[config.mk]
export PLATFORM = sky130hd
export DESIGN_NAME = radio_mode_synth_control
export DESIGN_NICKNAME = d
export VERILOG_FILES = /design/src/core/radio_ctrl_pkg.sv /design/src/core/bit_recovery.sv /design/src/core/radio_mode_synth_control.sv
export VERILOG_INCLUDE_DIRS = /design/src /design/src/core
export SDC_FILE = /design/constraint.sdc
export NUM_CORES = 1
export LEC_CHECK = 0
export BUFFER_PORTS_ARGS = -buffer_cell sky130_fd_sc_hd__buf_4
export CORE_UTILIZATION = 50
export CTS_BUF_LIST = sky130_fd_sc_hd__clkbuf_8
export DETAILED_ROUTE_END_ITERATION = 16
export HOLD_SLACK_MARGIN = 0.03
export PLACE_DENSITY = 0.75
export SKIP_LAST_GASP = 1
export SYNTH_ARGS = -nofsm -noshare
export SYNTH_HDL_FRONTEND = slang
export SYNTH_HIERARCHICAL = 1
export SYNTH_SLANG_ARGS = --single-unit
[constraint.sdc]
create_clock -name mclk -period 5.8 [get_ports mclk]
set_input_delay 0 -clock mclk [delete_from_list [all_inputs] [get_ports mclk]]
set_output_delay 0 -clock mclk [all_outputs]
set_load 0.01 [all_outputs]
[src/core/radio_ctrl_regs.svh]
// Purpose: Fixed values and timing counts of the radio mode and synthesizer control core.
// Assumes: A 25 MHz system clock.
// Notes:   Definitions only.
`ifndef RADIO_CTRL_REGS_SVH
`define RADIO_CTRL_REGS_SVH

// ============================================================
// Synthesizer
`define FB_MULT        15'h04b
`define BAND_LAST      3'h5
`define BAND_RST       3'h0
`define SUBBAND_RST    2'h0

// ============================================================
// Queue limits and lock status reset
`define QUEUE_STEP_SH  4
`define LOCK_ST_RST    1'b0

// ============================================================
// On-off keying threshold tracking
`define PEAK_OFFSET    8'h10
`define AVG_SHIFT      3

// ============================================================
// Clock output divider, last count of each half period (half period is four system clocks)
`define CLOCK_OUT_PIN_HALF    4'h3

`endif

[src/core/radio_ctrl_pkg.sv]
// Purpose: Types shared by the radio mode and synthesizer control core.
// Assumes: Nothing.
// Notes:   Constants live in radio_ctrl_regs.svh.
package radio_ctrl_pkg;

	typedef enum logic [2:0] {
		MODE_SLEEP,
		MODE_STANDBY,
		MODE_SYNTH,
		MODE_RX,
		MODE_TX
	} chip_mode_t;

	typedef struct packed {
		logic [7:0] ref_div;
		logic [7:0] fb_p;
		logic [7:0] fb_s;
	} divider_set_t;

	typedef struct packed {
		logic osc;
		logic synth;
		logic rx;
		logic tx;
	} func_enable_t;

	typedef struct packed {
		logic o;
		logic oe;
	} pin_drive_t;

endpackage : radio_ctrl_pkg

[src/core/bit_recovery.sv]
// Purpose: Recovers a clean bit stream and bit clock from the raw demodulator bit and finds the start pattern.
// Assumes: raw_bit is already synchronised to mclk; bit_period is at least 4.
// Notes:   Data changes one system clock before the recovered clock rises.
`timescale 1ns/10ps
`default_nettype none

module bit_recovery (
	input  wire logic       mclk,
	input  wire logic       sys_rst,
	input  wire logic       raw_bit,
	input  wire logic       recovery_disable,
	input  wire logic       pattern_detect_enable,
	input  wire logic [7:0] bit_period,
	input  wire logic [7:0] start_pattern,
	output logic            rec_clock,
	output logic            rec_data,
	output logic            pattern_match
);

	logic [7:0] cnt_r, cnt_nxt;
	logic       raw_d_r;
	logic [7:0] shift_r, shift_nxt;
	logic       clk_nxt, data_nxt, match_nxt;
	logic [7:0] half;

	// ============================================================
	// Bit timing and pattern compare
	always_comb begin
		half      = bit_period >> 1;
		cnt_nxt   = cnt_r + 8'h01;
		clk_nxt   = rec_clock;
		data_nxt  = rec_data;
		shift_nxt = shift_r;
		match_nxt = pattern_match;
		if ((raw_bit != raw_d_r) || (cnt_r >= bit_period - 8'h01)) begin
			cnt_nxt = 8'h00;
		end
		if (recovery_disable) begin
			clk_nxt   = 1'b0;
			data_nxt  = raw_bit;
			match_nxt = 1'b0;
		end else if (cnt_r == 8'h00) begin
			clk_nxt = 1'b0;
		end else if (cnt_r == half) begin
			data_nxt = raw_bit;
		end else if (cnt_r == half + 8'h01) begin
			clk_nxt   = 1'b1;
			shift_nxt = {shift_r[6:0], rec_data};
			match_nxt = pattern_detect_enable && ({shift_r[6:0], rec_data} == start_pattern);
		end
	end

	always_ff @(posedge mclk) begin
		if (sys_rst) begin
			cnt_r         <= 8'h00;
			raw_d_r       <= 1'b0;
			shift_r       <= 8'h00;
			rec_clock     <= 1'b0;
			rec_data      <= 1'b0;
			pattern_match <= 1'b0;
		end else begin
			cnt_r         <= cnt_nxt;
			raw_d_r       <= raw_bit;
			shift_r       <= shift_nxt;
			rec_clock     <= clk_nxt;
			rec_data      <= data_nxt;
			pattern_match <= match_nxt;
		end
	end
endmodule : bit_recovery

`default_nettype wire

[src/core/radio_mode_synth_control.sv]
// Purpose: Chip mode decode, pin states, divider set selection, lock status, queue thresholds and receive data path.
// Assumes: Queue byte count and serial read bits come from logic on mclk; pins and analog flags are asynchronous.
// Notes:   Every output is registered.
`timescale 1ns/10ps
`default_nettype none
`include "radio_ctrl_regs.svh"

module radio_mode_synth_control (
	input  wire logic                        mclk,
	input  wire logic                        sys_rst,
	input  wire logic [2:0]                  chip_level_mode,
	input  wire logic [2:0]                  band_select,
	input  wire logic [1:0]                  subband_select,
	input  wire radio_ctrl_pkg::divider_set_t divider_set_a,
	input  wire radio_ctrl_pkg::divider_set_t divider_set_b,
	input  wire logic                        divider_set_select,
	input  wire logic                        lock_pin_enable,
	input  wire logic                        lock_status_clear,
	input  wire logic                        pll_lock_raw,
	input  wire logic [1:0]                  data_handling_mode,
	input  wire logic [1:0]                  queue_length_select,
	input  wire logic [5:0]                  queue_level_threshold,
	input  wire logic [6:0]                  queue_count,
	input  wire logic                        recovery_disable,
	input  wire logic                        pattern_detect_enable,
	input  wire logic [7:0]                  start_pattern,
	input  wire logic [7:0]                  bit_period,
	input  wire logic                        onoff_select,
	input  wire logic [1:0]                  onoff_threshold_mode,
	input  wire logic [7:0]                  onoff_fixed_threshold,
	input  wire logic [7:0]                  signal_strength_value,
	input  wire logic                        fsk_raw_bit,
	input  wire logic                        config_select_n,
	input  wire logic                        data_select_n,
	input  wire logic                        config_read_bit,
	input  wire logic                        queue_read_bit,
	input  wire logic                        data_pin_i,
	output logic [2:0]                       band_code,
	output logic [1:0]                       subband_code,
	output logic [14:0]                      fb_ratio,
	output logic [8:0]                       ref_ratio,
	output radio_ctrl_pkg::func_enable_t     func_enable,
	output logic                             lock_pin,
	output logic                             lock_status_latch,
	output logic [6:0]                       queue_limit,
	output logic                             queue_full,
	output logic                             queue_not_empty,
	output logic                             rx_level_flag,
	output logic                             tx_level_flag,
	output logic                             tx_bit,
	output radio_ctrl_pkg::pin_drive_t       irq_line_zero,
	output radio_ctrl_pkg::pin_drive_t       irq_line_one,
	output radio_ctrl_pkg::pin_drive_t       clock_out_pin,
	output radio_ctrl_pkg::pin_drive_t       data_pin,
	output radio_ctrl_pkg::pin_drive_t       sdo_pin
);

	function automatic radio_ctrl_pkg::chip_mode_t decode_mode(input logic [2:0] code);
		case (code)
			3'h0:    decode_mode = radio_ctrl_pkg::MODE_SLEEP;
			3'h1:    decode_mode = radio_ctrl_pkg::MODE_STANDBY;
			3'h2:    decode_mode = radio_ctrl_pkg::MODE_SYNTH;
			3'h3:    decode_mode = radio_ctrl_pkg::MODE_RX;
			3'h4:    decode_mode = radio_ctrl_pkg::MODE_TX;
			default: decode_mode = radio_ctrl_pkg::MODE_SLEEP;
		endcase
	endfunction : decode_mode

	// ============================================================
	// Input synchronisers
	logic [4:0] sync1_r, sync2_r;
	logic       lock_s, demod_s, cfg_n_s, dat_n_s, pin_s;

	always_ff @(posedge mclk) begin
		if (sys_rst) begin
			// Each stage resets to its pin's idle level, so release shows no false lock and no false edge.
			sync1_r <= 5'h06;
			sync2_r <= 5'h06;
		end else begin
			sync1_r <= {pll_lock_raw, fsk_raw_bit, config_select_n, data_select_n, data_pin_i};
			sync2_r <= sync1_r;
		end
	end
	assign {lock_s, demod_s, cfg_n_s, dat_n_s, pin_s} = sync2_r;

	// ============================================================
	// Mode, synthesizer, lock, queue and threshold state
	radio_ctrl_pkg::chip_mode_t   mode;
	radio_ctrl_pkg::divider_set_t act;
	radio_ctrl_pkg::func_enable_t en_nxt;
	logic [2:0]  band_nxt;
	logic [14:0] fb_nxt;
	logic [8:0]  ref_nxt;
	logic        lock_pin_nxt, lock_st_nxt;
	logic [6:0]  limit_nxt;
	logic        full_nxt, nempty_nxt, rxl_nxt, txl_nxt;

	always_comb begin
		mode      = decode_mode(chip_level_mode);
		act       = divider_set_select ? divider_set_b : divider_set_a;
		fb_nxt    = 15'(`FB_MULT * ({7'h00, act.fb_p} + 15'h0001)) + {7'h00, act.fb_s};
		ref_nxt   = {1'b0, act.ref_div} + 9'h001;
		band_nxt  = (band_select <= `BAND_LAST) ? band_select : band_code;
		en_nxt    = '0;
		case (mode)
			radio_ctrl_pkg::MODE_STANDBY: en_nxt = 4'b1000;
			radio_ctrl_pkg::MODE_SYNTH:   en_nxt = 4'b1100;
			radio_ctrl_pkg::MODE_RX:      en_nxt = 4'b1110;
			radio_ctrl_pkg::MODE_TX:      en_nxt = 4'b1101;
			default:                      en_nxt = 4'b0000;
		endcase
		lock_pin_nxt = lock_pin_enable && lock_s;
		lock_st_nxt  = lock_s || (lock_status_latch && !lock_status_clear);
		limit_nxt    = {3'(queue_length_select) + 3'h1, 4'h0};
		full_nxt     = queue_count >= limit_nxt;
		nempty_nxt   = queue_count != 7'h00;
		rxl_nxt      = queue_count >= {1'b0, queue_level_threshold};
		txl_nxt      = queue_count <= {1'b0, queue_level_threshold};
	end

	always_ff @(posedge mclk) begin
		if (sys_rst) begin
			band_code         <= `BAND_RST;
			subband_code      <= `SUBBAND_RST;
			fb_ratio          <= 15'h0000;
			ref_ratio         <= 9'h001;
			func_enable       <= '0;
			lock_pin          <= 1'b0;
			lock_status_latch <= `LOCK_ST_RST;
			queue_limit       <= 7'h10;
			queue_full        <= 1'b0;
			queue_not_empty   <= 1'b0;
			rx_level_flag     <= 1'b0;
			tx_level_flag     <= 1'b0;
		end else begin
			band_code         <= band_nxt;
			subband_code      <= subband_select;
			fb_ratio          <= fb_nxt;
			ref_ratio         <= ref_nxt;
			func_enable       <= en_nxt;
			lock_pin          <= lock_pin_nxt;
			lock_status_latch <= lock_st_nxt;
			queue_limit       <= limit_nxt;
			queue_full        <= full_nxt;
			queue_not_empty   <= nempty_nxt;
			rx_level_flag     <= rxl_nxt;
			tx_level_flag     <= txl_nxt;
		end
	end

	// ============================================================
	// On-off keying threshold and raw demodulator bit
	logic [10:0] avg_acc_r, avg_acc_nxt;
	logic [7:0]  peak_r, peak_nxt, thr, avg;
	logic        raw_bit_r, raw_nxt;

	always_comb begin
		avg         = avg_acc_r[10:3];
		avg_acc_nxt = avg_acc_r - (avg_acc_r >> `AVG_SHIFT) + {3'h0, signal_strength_value};
		peak_nxt    = (signal_strength_value > peak_r) ? signal_strength_value : peak_r;
		if (mode != radio_ctrl_pkg::MODE_RX) begin
			peak_nxt = 8'h00;
		end
		case (onoff_threshold_mode)
			2'h0:    thr = onoff_fixed_threshold;
			2'h1:    thr = (peak_r > `PEAK_OFFSET) ? peak_r - `PEAK_OFFSET : 8'h00;
			2'h2:    thr = avg;
			default: thr = onoff_fixed_threshold;
		endcase
		raw_nxt = onoff_select ? (signal_strength_value >= thr) : demod_s;
	end

	always_ff @(posedge mclk) begin
		if (sys_rst) begin
			avg_acc_r <= 11'h000;
			peak_r    <= 8'h00;
			raw_bit_r <= 1'b0;
		end else begin
			avg_acc_r <= avg_acc_nxt;
			peak_r    <= peak_nxt;
			raw_bit_r <= raw_nxt;
		end
	end

	// ============================================================
	// Data and clock recovery
	logic rec_clock, rec_data, pattern_match;

	bit_recovery u_rec (
		.mclk                  (mclk),
		.sys_rst               (sys_rst),
		.raw_bit               (raw_bit_r),
		.recovery_disable      (recovery_disable),
		.pattern_detect_enable (pattern_detect_enable),
		.bit_period            (bit_period),
		.start_pattern         (start_pattern),
		.rec_clock             (rec_clock),
		.rec_data              (rec_data),
		.pattern_match         (pattern_match)
	);

	// ============================================================
	// Pin drive
	logic [3:0] ck_cnt_r, ck_cnt_nxt;
	logic       ck_r, ck_nxt, cont, tx_bit_nxt;
	radio_ctrl_pkg::pin_drive_t irq_line_zero_nxt, irq_line_one_nxt, clko_nxt, data_nxt, sdo_nxt;

	always_comb begin
		cont       = data_handling_mode == 2'h0;
		ck_cnt_nxt = (ck_cnt_r == `CLOCK_OUT_PIN_HALF) ? 4'h0 : ck_cnt_r + 4'h1;
		ck_nxt     = (ck_cnt_r == `CLOCK_OUT_PIN_HALF) ? !ck_r : ck_r;
		irq_line_zero_nxt   = '{o: 1'b0, oe: 1'b1};
		irq_line_one_nxt   = '{o: queue_full, oe: 1'b1};
		clko_nxt   = '{o: ck_r, oe: 1'b1};
		data_nxt   = '{o: 1'b0, oe: 1'b0};
		tx_bit_nxt = tx_bit;
		case (mode)
			radio_ctrl_pkg::MODE_SLEEP: begin
				irq_line_zero_nxt = '{o: 1'b0, oe: 1'b0};
				irq_line_one_nxt = '{o: 1'b0, oe: 1'b0};
				clko_nxt = '{o: 1'b0, oe: 1'b0};
			end
			radio_ctrl_pkg::MODE_RX: begin
				data_nxt = '{o: cont ? rec_data : 1'b0, oe: 1'b1};
				irq_line_zero_nxt.o = cont ? pattern_match : rx_level_flag;
				if (cont) begin
					irq_line_one_nxt.o = rec_clock;
				end
			end
			radio_ctrl_pkg::MODE_TX: begin
				irq_line_zero_nxt.o = tx_level_flag;
				if (cont) begin
					tx_bit_nxt = pin_s;
				end
			end
			default: data_nxt = '{o: 1'b0, oe: 1'b0};
		endcase
		sdo_nxt.oe = !cfg_n_s || !dat_n_s;
		sdo_nxt.o  = !cfg_n_s ? config_read_bit : (!dat_n_s && queue_read_bit);
	end

	always_ff @(posedge mclk) begin
		if (sys_rst) begin
			ck_cnt_r      <= 4'h0;
			ck_r          <= 1'b0;
			tx_bit        <= 1'b0;
			irq_line_zero <= '0;
			irq_line_one  <= '0;
			clock_out_pin <= '0;
			data_pin      <= '0;
			sdo_pin       <= '0;
		end else begin
			ck_cnt_r      <= ck_cnt_nxt;
			ck_r          <= ck_nxt;
			tx_bit        <= tx_bit_nxt;
			irq_line_zero <= irq_line_zero_nxt;
			irq_line_one  <= irq_line_one_nxt;
			clock_out_pin <= clko_nxt;
			data_pin      <= data_nxt;
			sdo_pin       <= sdo_nxt;
		end
	end
endmodule : radio_mode_synth_control

`default_nettype wire

==> results of run 1 <==
==> cell usage after synthesis, types with 14 or more instances <==
cell     instances
inv_1          122
o21ai_0         27
nand3_1         32
dfxtp_1        105
xnor2_1         41
nor2_1          69
fa_1            23
nand2_1         26
nor2b_1         29
mux2i_1         15
mux2_2          14
ha_1           102
xor2_1          25
nor3_1          17
a21oi_1         40
==> area by class of cell <==
type	count	area (um^2)	area share (%)
timing repair buffer	225	1810	18.4
sequential	105	2100	21.3
tap	188	235	2.38
clock buffer	9	124	1.26
inverter	122	458	4.64
multi-input combinational	625	5030	51.0
clock inverter	7	100	1.01
==> power groups by stage <==
stage,Sequential [mW],Clock [mW],Combinational [mW]
2_1_floorplan,0.906,0,1.35
3_3_place_gp,0.897,0,1.77
3_5_place_dp,0.897,0,1.80
4_1_cts,0.881,0.525,1.84
5_1_grt,0.890,0.557,2.09
6_report,0.880,0.511,1.83
==> metal layers <==
layer	GRT usage (%)	routed length, um	share of wire [%]
met5	0	0	0
met3	4.01	921	5.4
met2	37.6	8100	48
met1	27.8	7780	46
met4	5.67	228	1.3
==> sequential cells by signal (all words and copies together), names as in the netlist, 5 cells and up <==
signal and flops:
avg_acc_r 11, fb_ratio 15, peak_r 8, ref_ratio 9, sync1_r 5, sync2_r 5
u_rec/cnt_r 8, u_rec/shift_r 7
==> path summary, 6_finish.rpt <==
kind	from	end	slack [ps]	cells after the start
worst max-delay path	divider_set_select	fb_ratio[12]$_SDFF_PP0_	1310	21
worst min-delay path	divider_set_a[21]	ref_ratio[8]$_SDFF_PP0_	50	3
worst max register to register	peak_r[4]$_SDFFE_PP0N_	raw_bit_r$_SDFF_PP0_	3140	13
worst min register to register	sync1_r[1]$_SDFF_PP1_	sync2_r[1]$_SDFF_PP1_	420	1
==> per-stage QoR <==
stage	worst slack [ps]	utilization, %	area [um^2]	power, mW	hold slack, ps
global route	998	64.9	9860	3.54	41.7
finish	1310	64.9	9860	3.22	52.3
CTS	1330	64.9	9860	3.24	30.2
floorplan	975	-	7770	2.26	73.7
global placement	1020	60.1	9140	2.66	185
detailed placement	915	60.1	9140	2.70	194
==> worst register-to-register path, stage by stage (launching register included) <==
cell and delay, ps:
dfxtp_1 410, inv_1 110, ha_1 240, a21oi_1 140, o31a_1 310, a22oi_1 110
o21ai_0 170, ha_1 240, nand2b_1 150, a21oi_1 180, nor2b_1 70, o21ai_0 140
a21o_1 150, a311oi_1 90
==> cells by family (layout without fill, tap and decap cells) <==
family                   count (synthesis)  in the layout  share of synthesized area (%)
buffers and inverters                  153            363                           8.25
AND/OR/NAND/NOR                        251            251                           17.1
AO/OA/AOI/OAI                          146            146                           12.8
adder cells (fa/ha/maj)                125            125                           22.4
flip-flops                             105            105                           27.1
multiplexers                            31             31                           4.34
other                                    1              4                         0.0483
XOR/XNOR                                68             68                           8.01
==> cell usage in the layout (no fill, tap or decap), drive strengths merged, types with 32 or more instances in the layout <==
| cell type | synthesis | routed |
|---|---|---|
| buf | 22 | 175 |
| dlygate4sd3 | 0 | 50 |
| nand3 | 32 | 32 |
| nor2 | 70 | 70 |
| ha | 102 | 102 |
| a21oi | 41 | 41 |
| o21ai | 33 | 33 |
| xnor2 | 43 | 43 |
| dfxtp | 105 | 105 |
| inv | 122 | 125 |
==> reports/metrics.sh, run 1 <==
RUN_STATUS='completed'
PATH_BUF_INV=3
YS_ASYNC_SR_FRACTION_PCT=0
CLOCKBUFFERDEPTH=2
ROUTE.DETAILED.DRC=0
DETAIL_ROUTE.ITER0.VIOLATIONS=391
CP_CELL_SEQUENCE='buf_4 > and2b_1 > nand3_1 > a21oi_4 > nand2_1 > xor2_1 > mux2i_1 > ha_1 > xor2_1 > ha_1 > inv_1 > fa_1 > fa_1 > inv_1 > ha_1 > o211ai_1 > a21oi_1 > a211oi_2 > o21ai_2 > a21boi_2 > mux2_2'
DIE_H_UM=127
ENDPOINT_KIND='register'
PERIOD_NEEDED_PS=4490
DETAIL_ROUTE.WIRELENGTH_UM=17000
HOLD_CLASS='in2reg'
RD_PLACE_CONGESTION=0.869
SYNTH_CELL_TYPES=73
TIMING.CLOCK.SKEW_PS=8.58
CORE_AREA_MM2=0.0152
SWITCHING_SHARE_PCT=40.3
SETUP-VIOLATIONS-FINAL=0
WORSTMARGINPINSLEW_PS=852
GRT_MAX_DEGREE=89
GRT_SETUP_UNREPAIRED='false'
SYNTH.YOSYS.WARNINGS=6
AVGROUTEDWIREPERCELL_UM=13.3
FIRST_PASS_ITERS=5
POWER.LEAKAGE_nW=4.68
CTS_RESIZED=0
DETAILROUTE.VIA_COUNT=6654
DP.CELLS=1215
PATH_DELAY_FAMILY='adder cells'
SYNTH_AREA_LEADERS='dfxtp_1, ha_1, fa_1'
TRITONCTS='yes'
ANTENNA_VIOLATING_NETS_POST_ROUTE=0
TIMING.CRITICAL_PATH.MODE_CELL='ha_1'
IO_PINS=179
VIAS_PER_CELL=5.19
CRITICAL_PATH_FANOUTS_MAX=41
FINAL_CELL_COUNT_NO_FILL=1281
MIN_PERIOD_OVER_PERIOD_PCT=77.4
WORSTSETUPSTARTPOINTTYPE='primary input'
ANTENNA_DIODE_COUNT=0
CRITPATHARRIVALTIME_PS=4760
SYNTH-EDFF-COUNT=0
FIRST_GLOBAL_VIAS=6198
SYNTH_AREA_LEADER_CELL='dfxtp_1'
SYNTHDOMINANTCELLAREASHARE_PCT=27.1
CLOCKROOTBUFFER='clkbuf_8'
HPWL_AFTER_DETAILED_PLACEMENT_UM=13000
POWER_SWITCHING_mW=1.30
POWER.SHARE.SEQUENTIAL_PCT=27.3
SYNTH.CELL_AREA_MM2=0.00776
WORSTSKEWPAIRLATENCY_PS=370
FINAL_HOLD_VIOL_COUNT=0
POWER.CLOCK.FRACTION_PCT=15.8
DIE_WIDTH_UM=127
AREA_DELTA_SYNTH_FINAL_PCT=27.1
WORST_IR_DROP_VDD_mV=0.170
FINALNETCOUNT=1335
COMBPWRFRAC_PCT=56.8
CRITICAL_PATH.SLOWEST_CELL='fa_1'
SETUP-TNS-FINAL_PS=0
POWER_DENSITY_NORMALIZED_TO_CELL_AREA_mW_PER_MM2=327
INT_PWR_mW=1.92
PORT-BUFFER-COUNT=174
GRT_ANTENNA_BEFORE_REPAIR=0
SYNTH.FF_LATCH_COUNT=105
EFFECTIVE_UTILIZATION_AT_FLOORPLAN_PCT=51.1
POSTSYNTHCELLCOUNT=880
WORST_PATH_LARGEST_CELL_DELAY_PS=540
OVERFLOW=0
HTREEDEPTH=3
HOLDBUFCOUNTCTS=50
ROWS=45
DIE_AREA_MM2=0.0160
NFILLCELLS=1267
REGISTER_CLOCK_PIN_SLEW_ON_THE_REPORTED_WORST_SETUP_AND_HOLD_PATHS_PS=110
NUMCLOCKSINKS=105
CAP_VIOL_MAX_COUNT=0
GRT_FIRST_PASS_WIRELENGTH_UM=28300
TIMING_MAX_TRANSITION_VIOLATIONS_FINAL=0
SLEW_HEADROOM_PCT=43.2
SYNTH_FLOP_CELL='dfxtp_1'
LAYOUT-DRIVE-GT1-SHARE_PCT=21.2
GRT_USE_TOTAL_PCT=21.7
SEQUENTIAL_ELEMENT_SHARE_OF_THE_SYNTHESIZED_AREA_PCT=27.1
POSTCTSSETUPREPAIRBUFS=0
CRITPATHREQUIREDTIME_PS=6070
MAX_CLOCK_FREQ_MHz=223
CRIT_TYPE='in2reg'
TRITONCTS.NUM_BUFFERS=9
SYN-MEAN-INSTANCE-AREA_UM2=8.82
(Power assumes the default switching activity.)
==> run 2: changes to the inputs <==
- clock period: 5.8 -> 4.5 ns (I/O delays scaled with it)
==> reports/metrics.sh, run 2 (same netlist as run 1, synthesis figures left out) <==
GRT_USE_TOTAL_PCT=22.2
MIN_DELAY_WORST_ENDPOINT='fb_ratio[0]$_SDFF_PP0_'
PATH_DELAY_FAMILY='adder cells'
TIMING.CLOCK.SKEW_PS=6.34
COMBPWRFRAC_PCT=57.8
NUMCLOCKSINKS=105
FINAL_CORE_UTIL_PCT=65.4
HOLD_CLASS='in2reg'
CP_CELL_SEQUENCE='buf_4 > and2b_1 > nand3_1 > a21oi_4 > nand2_1 > xor2_1 > mux2i_1 > buf_4 > ha_1 > xor2_1 > ha_1 > inv_1 > fa_1 > fa_1 > inv_1 > ha_4 > o211ai_1 > a21oi_1 > a211oi_2 > o21ai_2 > a21boi_2 > mux2_2'
LARGEST-REGISTER='fb_ratio'
POWER.LEAKAGE_nW=4.71
DIE_H_UM=127
WORSTREGTOREGCELLS=12
POWER.SHARE.SEQUENTIAL_PCT=27.1
WORSTSETUPSTARTPOINTTYPE='primary input'
ROWS=45
WORSTSKEWPAIRLATENCY_PS=370
INT_PWR_mW=2.50
WORST_IR_DROP_VDD_mV=0.213
SWITCHING_SHARE_PCT=40.2
WORST-R2R-SETUP-SLACK_PS=1800
REGISTER_CLOCK_PIN_SLEW_ON_THE_REPORTED_WORST_SETUP_AND_HOLD_PATHS_PS=100
POWER_DENSITY_NORMALIZED_TO_CELL_AREA_mW_PER_MM2=421
IO_PINS=179
MAX_CLOCK_FREQ_MHz=240
LARGEST_REG_FLOPS=15
ROUTE.DETAILED.DRC=0
GRT_ANTENNA_BEFORE_REPAIR=0
PERIOD_NEEDED_PS=4170
SETUP-VIOLATIONS-FINAL=0
GRT_MAX_DEGREE=89
AVGROUTEDWIREPERCELL_UM=13.6
ENDPOINT_KIND='register'
ENDPOINT_OF_THE_MOST_CRITICAL_REGISTER_TO_REGISTER_PATH='raw_bit_r$_SDFF_PP0_'
MOSTFREQUENTLAYOUTCELLS='buf_4, inv_1, dfxtp_1'
DIE_WIDTH_UM=127
DIE_AREA_MM2=0.0160
GRT_SETUP_UNREPAIRED='false'
HOLDPATHSTAGES=4
CRITICAL_PATH.SLOWEST_CELL='fa_1'
POWER_SWITCHING_mW=1.68
MIN_PERIOD_OVER_PERIOD_PCT=92.6
WORSTMARGINPINSLEW_PS=867
DETAIL_ROUTE.WIRELENGTH_UM=17400
FINAL_COMMON_CELL='buf_4'
CLOCKROOTBUFFER='clkbuf_8'
LAYOUT-DRIVE-GT1-SHARE_PCT=21.9
RUN_STATUS='completed'
CLOCKBUFFERDEPTH=2
TIMING_MAX_TRANSITION_VIOLATIONS_FINAL=0
TRITONCTS.NUM_BUFFERS=9
ANTENNA_VIOLATING_NETS_POST_ROUTE=0
FINAL_HOLD_VIOL_COUNT=0
FINALNETCOUNT=1342
PATH_BUF_INV=4
HP-START='divider_set_a[0]'
SLEW_HEADROOM_PCT=42.2
RD_PLACE_CONGESTION=0.820
FIRST_GLOBAL_VIAS=6524
CRITICAL_PATH_FANOUTS_MAX=10
POWER.CLOCK.FRACTION_PCT=15.2
HTREEDEPTH=3
DETAIL_ROUTE.ITER0.VIOLATIONS=305
CAP_VIOL_MAX_COUNT=0
EFFECTIVE_UTILIZATION_AT_FLOORPLAN_PCT=51.1
AREA_DELTA_SYNTH_FINAL_PCT=28.0
TOP_REGS='fb_ratio x15, avg_acc_r x11, ref_ratio x9'
DETAILROUTE.VIA_COUNT=6647
HPWL_AFTER_DETAILED_PLACEMENT_UM=13300
ANTENNA_DIODE_COUNT=0
GRT_FIRST_PASS_WIRELENGTH_UM=29000
CRITPATHARRIVALTIME_PS=4440
FIN_WS_PS=334
SETUP-TNS-FINAL_PS=0
FIRST_PASS_ITERS=6
WORST_PATH_LARGEST_CELL_DELAY_PS=540
VIAS_PER_CELL=5.17
CORE_AREA_MM2=0.0152
REG2REG_FROM='peak_r[0]$_SDFFE_PP0N_'
CRIT_TYPE='in2reg'
OVERFLOW=0
TRITONCTS='yes'
CRITPATHREQUIREDTIME_PS=4770
PRE_CTS_WS_PS=-82.0
PORT-BUFFER-COUNT=174
-- run 2: worst max-delay path by stage --
stage                                    to  depth (start not counted)  slack [ps]               start
finish              fb_ratio[12]$_SDFF_PP0_                         22         330  divider_set_select
global route        fb_ratio[12]$_SDFF_PP0_                         22         190  divider_set_select
CTS                 fb_ratio[12]$_SDFF_PP0_                         22         340  divider_set_select
detailed placement  fb_ratio[12]$_SDFF_PP0_                         22         -80  divider_set_select
global placement    fb_ratio[12]$_SDFF_PP0_                         22         100  divider_set_select
floorplan           fb_ratio[12]$_SDFF_PP0_                         24           5  divider_set_select
-- run 2: final cells by class --
class | count | area [um^2]
well taps | 188 | 235
clock inverters | 5 | 81.3
flip-flops and latches | 105 | 2100
inverters | 122 | 458
multi-input cells | 625 | 5070
fillers | 1246 | 5260
repair buffers | 232 | 1870
clock buffers | 9 | 124
-- run 2: repair_timing --
item	4_1_cts	5_1_grt
hold buffers	51	0
setup buffers	0	0
gates resized for setup	0	0
endpoints found under the hold margin	45	0
-- run 2: power groups by stage --
| stage | Sequential, mW | Clock [mW] | Combinational, mW |
|---|---|---|---|
| 2_1_floorplan | 1.17 | 0 | 1.77 |
| 3_3_place_gp | 1.15 | 0 | 2.32 |
| 6_report | 1.13 | 0.634 | 2.42 |
| 5_1_grt | 1.15 | 0.693 | 2.74 |
| 4_1_cts | 1.13 | 0.651 | 2.43 |
| 3_5_place_dp | 1.16 | 0 | 2.38 |
-- run 2: worst register-to-register path: stages, from the launching register on --
cell and delay (ps):
dfxtp_1 350, nor4_1 360, a21oi_1 120, o31a_1 350, a22oi_1 160, o21ai_0 100
ha_1 280, nand2b_1 90, a21oi_1 70, nor2b_1 110, o21ai_0 80, a21o_1 170
a311oi_1 340
-- run 2: per-stage QoR --
stage          total power, mW  hold WS, ps  cells  cell area, um^2
2_1_floorplan             2.94         73.7    883             7820
3_3_place_gp              3.47          186   1221             9220
3_5_place_dp              3.54          189   1221             9220
4_1_cts                   4.21         58.5   1286             9940
5_1_grt                   4.58         93.1   1286             9940
6_report                  4.19         79.7   1286             9940
-- run 2: routing by layer --
| metal | part of all wire [%] | wire length (um) | vias up | global-route usage (%) |
|---|---|---|---|---|
| li1 | - | - | 3397 | - |
| met1 | 46 | 7940 | 3039 | 27.5 |
| met2 | 48 | 8320 | 189 | 39.3 |
| met3 | 5.4 | 940 | 22 | 4.43 |
| met4 | 1.4 | 245 | 0 | 6.17 |
| met5 | 0 | 0 | - | 0 |
==> run 3: changes to the inputs <==
- ABC_AREA: default -> 1
- PLACE_DENSITY: 0.75 -> 0.74
==> reports/metrics.sh, run 3 <==
TRITONCTS='yes'
CRITPATHREQUIREDTIME_PS=4790
SYNTH_COMMON_CELLS='nand2_1, inv_1, nor2_1'
POWER.CLOCK.FRACTION_PCT=14.6
LAYOUT-DRIVE-GT1-SHARE_PCT=17.9
SYNTH.FF_LATCH_COUNT=105
SYNTH.CELL_AREA_MM2=0.00823
HOLD-WORST-SLACK_PS=69.5
MIN_DELAY_WORST_ENDPOINT='avg_acc_r[1]$_SDFF_PP0_'
ANTENNA_VIOLATING_NETS_POST_ROUTE=0
SYNTH_XOR_XNOR_AREA_SHARE_PCT=2.55
ROUTE.DETAILED.DRC=0
DIE_H_UM=130
ENDPOINT_OF_THE_MOST_CRITICAL_REGISTER_TO_REGISTER_PATH='raw_bit_r$_SDFF_PP0_'
HTREEDEPTH=3
DIE_AREA_MM2=0.0170
FIRST_PASS_ITERS=7
SYNTHMUXAREASHARE_PCT=0.243
SETUP-VIOLATIONS-FINAL=0
MIN_PERIOD_OVER_PERIOD_PCT=87.8
INT_PWR_mW=2.22
DIE_WIDTH_UM=130
SYNTHSIMPLEGATEAREAFRAC_PCT=28.9
GRT.MET1_USAGE_PCT=29.1
WORSTSKEWPAIRLATENCY_PS=390
SYNTH_AREA_LEADERS='dfxtp_1, ha_1, nand2_1'
PORT-BUFFER-COUNT=174
SYNTH.YOSYS.WARNINGS=6
GRT_USE_TOTAL_PCT=23.7
REG2REG_FROM='peak_r[4]$_SDFFE_PP0N_'
LARGEST-REGISTER='fb_ratio'
DETAILROUTE.VIA_COUNT=7876
HP-START='sys_rst'
WORSTSETUPSTARTPOINTTYPE='primary input'
WORST-R2R-SETUP-SLACK_PS=2060
TIMING.CLOCK.SKEW_PS=6.44
CAP_VIOL_MAX_COUNT=0
ENDPOINT_KIND='register'
POWER.SHARE.SEQUENTIAL_PCT=27.3
YS_ASYNC_SR_FRACTION_PCT=0
PERIOD_NEEDED_PS=3950
CRITICAL_PATH_FANOUTS_MAX=29
CRIT_TYPE='in2reg'
SYNTH_CELL_TYPES=46
SYNTHADDERAREAFRAC_PCT=21.1
MOSTFREQUENTLAYOUTCELLS='nand2_1, inv_1, buf_4'
TIMING_MAX_TRANSITION_VIOLATIONS_FINAL=0
RD_PLACE_CONGESTION=0.880
HOLDPATHSTAGES=2
TOP_REGS='fb_ratio x15, avg_acc_r x11, ref_ratio x9'
POSTCTSSETUPREPAIRBUFS=0
SYNTH_FLOP_CELL='dfxtp_1'
GRT_MET3_USE_PCT=4.18
GRT_FIRST_PASS_WIRELENGTH_UM=32100
GRT_MAX_DEGREE=53
IO_PINS=179
EFFECTIVE_UTILIZATION_AT_FLOORPLAN_PCT=51.4
HOLDBUFCOUNTCTS=63
SYNTH-EDFF-COUNT=0
GLOBAL_ROUTE.PEAK_USAGE_LAYER='met2'
VIAS_PER_CELL=4.80
CLOCKROOTBUFFER='clkbuf_8'
SYN-MEAN-INSTANCE-AREA_UM2=6.92
MAIN_COMBINATIONAL_CELL_FAMILY_BY_AREA_AFTER_SYNTHESIS='simple AND/OR/NAND/NOR gates'
SYNTHDOMINANTCELLAREASHARE_PCT=25.5
GRT_ANTENNA_BEFORE_REPAIR=0
NUMCLOCKSINKS=105
TRITONCTS.NUM_BUFFERS=9
SETUP-TNS-FINAL_PS=0
FINAL_HOLD_VIOL_COUNT=0
WORST_IR_DROP_VDD_mV=0.212
GRT.MET2_USAGE_PCT=41.6
LEADING_CELL_TYPE_BY_NUMBER_OF_INSTANCES_AFTER_SYNTHESIS='nand2_1'
POSTSYNTHCELLCOUNT=1189
POWER_SWITCHING_mW=1.89
POWER.LEAKAGE_nW=5.61
GRT_SETUP_UNREPAIRED='false'
CRITPATHARRIVALTIME_PS=4240
CORE_AREA_MM2=0.0160
FIRST_GLOBAL_VIAS=7285
MAX_CLOCK_FREQ_MHz=253
SLEW_HEADROOM_PCT=57.6
WORSTMARGINPINSLEW_PS=629
SWITCHING_SHARE_PCT=46.0
NFILLCELLS=1453
OVERFLOW=0
HOLD_CLASS='in2reg'
FINAL_COMMON_CELL='nand2_1'
SEQUENTIAL_ELEMENT_SHARE_OF_THE_SYNTHESIZED_AREA_PCT=25.5
CTS_RESIZED=0
ANTENNA_DIODE_COUNT=0
WORSTREGTOREGCELLS=14
REGISTER_CLOCK_PIN_SLEW_ON_THE_REPORTED_WORST_SETUP_AND_HOLD_PATHS_PS=120
SYNTH_AREA_LEADER_CELL='dfxtp_1'
AREA_DELTA_SYNTH_FINAL_PCT=27.7
DETAIL_ROUTE.WIRELENGTH_UM=19600
DETAIL_ROUTE.ITER0.VIOLATIONS=413
HPWL_AFTER_DETAILED_PLACEMENT_UM=15200
CLOCKBUFFERDEPTH=2
LAYOUT.AREA.SEQ_MM2=0.00210
POWER_DENSITY_NORMALIZED_TO_CELL_AREA_mW_PER_MM2=392
MULTIINPUTGATEAREA_MM2=0.00509
FINALNETCOUNT=1667
COMBPWRFRAC_PCT=58.1
LARGEST_REG_FLOPS=15
POST_SYNTHESIS_COMPOUND_GATE_AREA_FRACTION_PCT=8.90
ROWS=46
RUN_STATUS='completed'
AVGROUTEDWIREPERCELL_UM=11.9
[run 3: worst max-delay path by stage]
stage / from / end / slack, ps / cells after the start
after floorplan: divider_set_select / fb_ratio[10]$_SDFF_PP0_ / 750 / 20
after global placement: divider_set_select / fb_ratio[14]$_SDFF_PP0_ / 300 / 27
after detailed placement: divider_set_select / fb_ratio[14]$_SDFF_PP0_ / 200 / 27
after CTS: divider_set_select / fb_ratio[14]$_SDFF_PP0_ / 630 / 27
after global routing: divider_set_select / fb_ratio[9]$_SDFF_PP0_ / 230 / 26
final: divider_set_select / fb_ratio[9]$_SDFF_PP0_ / 550 / 26
[run 3: area by class of cell]
| type | count | area share (%) |
|---|---|---|
| clock buffers | 9 | 1.18 |
| repair buffers | 241 | 18.7 |
| clock inverters | 7 | 0.679 |
| inverters | 235 | 8.42 |
| multi-input cells | 828 | 48.4 |
| well taps | 216 | 2.57 |
| flip-flops and latches | 105 | 20.0 |
[run 3: metal layers]
layer  up-vias  wire length [um]
met5         -                 0
met4         0               410
met3        25               832
met2       180              9600
met1      3522              8750
li1       4149                 -
[run 3: critical path: stages]
cell     delay (ps)
buf_4           210
inv_2           210
nand2_1          70
nand2_1         130
nand2_2          80
nor2_4          140
nand2_1          80
xor2_1          460
ha_1            300
inv_1            60
nand2_2          60
nand2_1          50
ha_1            280
inv_1            80
fa_1            430
fa_1            540
inv_1            40
ha_1            320
nand2_1         120
inv_1            50
nand2_1          70
nand2_1          70
inv_1            60
nand2_1          70
o21ai_0         180
a21oi_1          60
[run 3: cells by family (layout without fill, tap and decap cells)]
group	after synthesis	in the layout
adders and majority gates	125	125
and+or+nand+nor	539	539
AOI/OAI and AO/OA	134	134
muxes	2	2
DFF	105	105
other	1	4
xor gates and xnor gates	24	24
buffers and inverters	259	492
[run 3: power groups by stage]
stage	combinational (mW)	clock, mW	sequential, mW
2_1_floorplan	1.70	0	1.16
3_3_place_gp	2.28	0	1.14
3_5_place_dp	2.32	0	1.15
4_1_cts	2.39	0.627	1.13
5_1_grt	2.76	0.662	1.14
6_report	2.39	0.601	1.13
[run 3: stage by stage]
step           std cells  cell area (um^2)  setup slack (ps)  power, mW  util [%]
2_1_floorplan       1192              8240               754       2.86         -
5_1_grt             1641             10500               234       4.56      65.7
6_report            1641             10500               551       4.12      65.7
3_3_place_gp        1562              9680               300       3.42      60.5
4_1_cts             1641             10500               631       4.14      65.7
3_5_place_dp        1562              9680               197       3.47      60.5
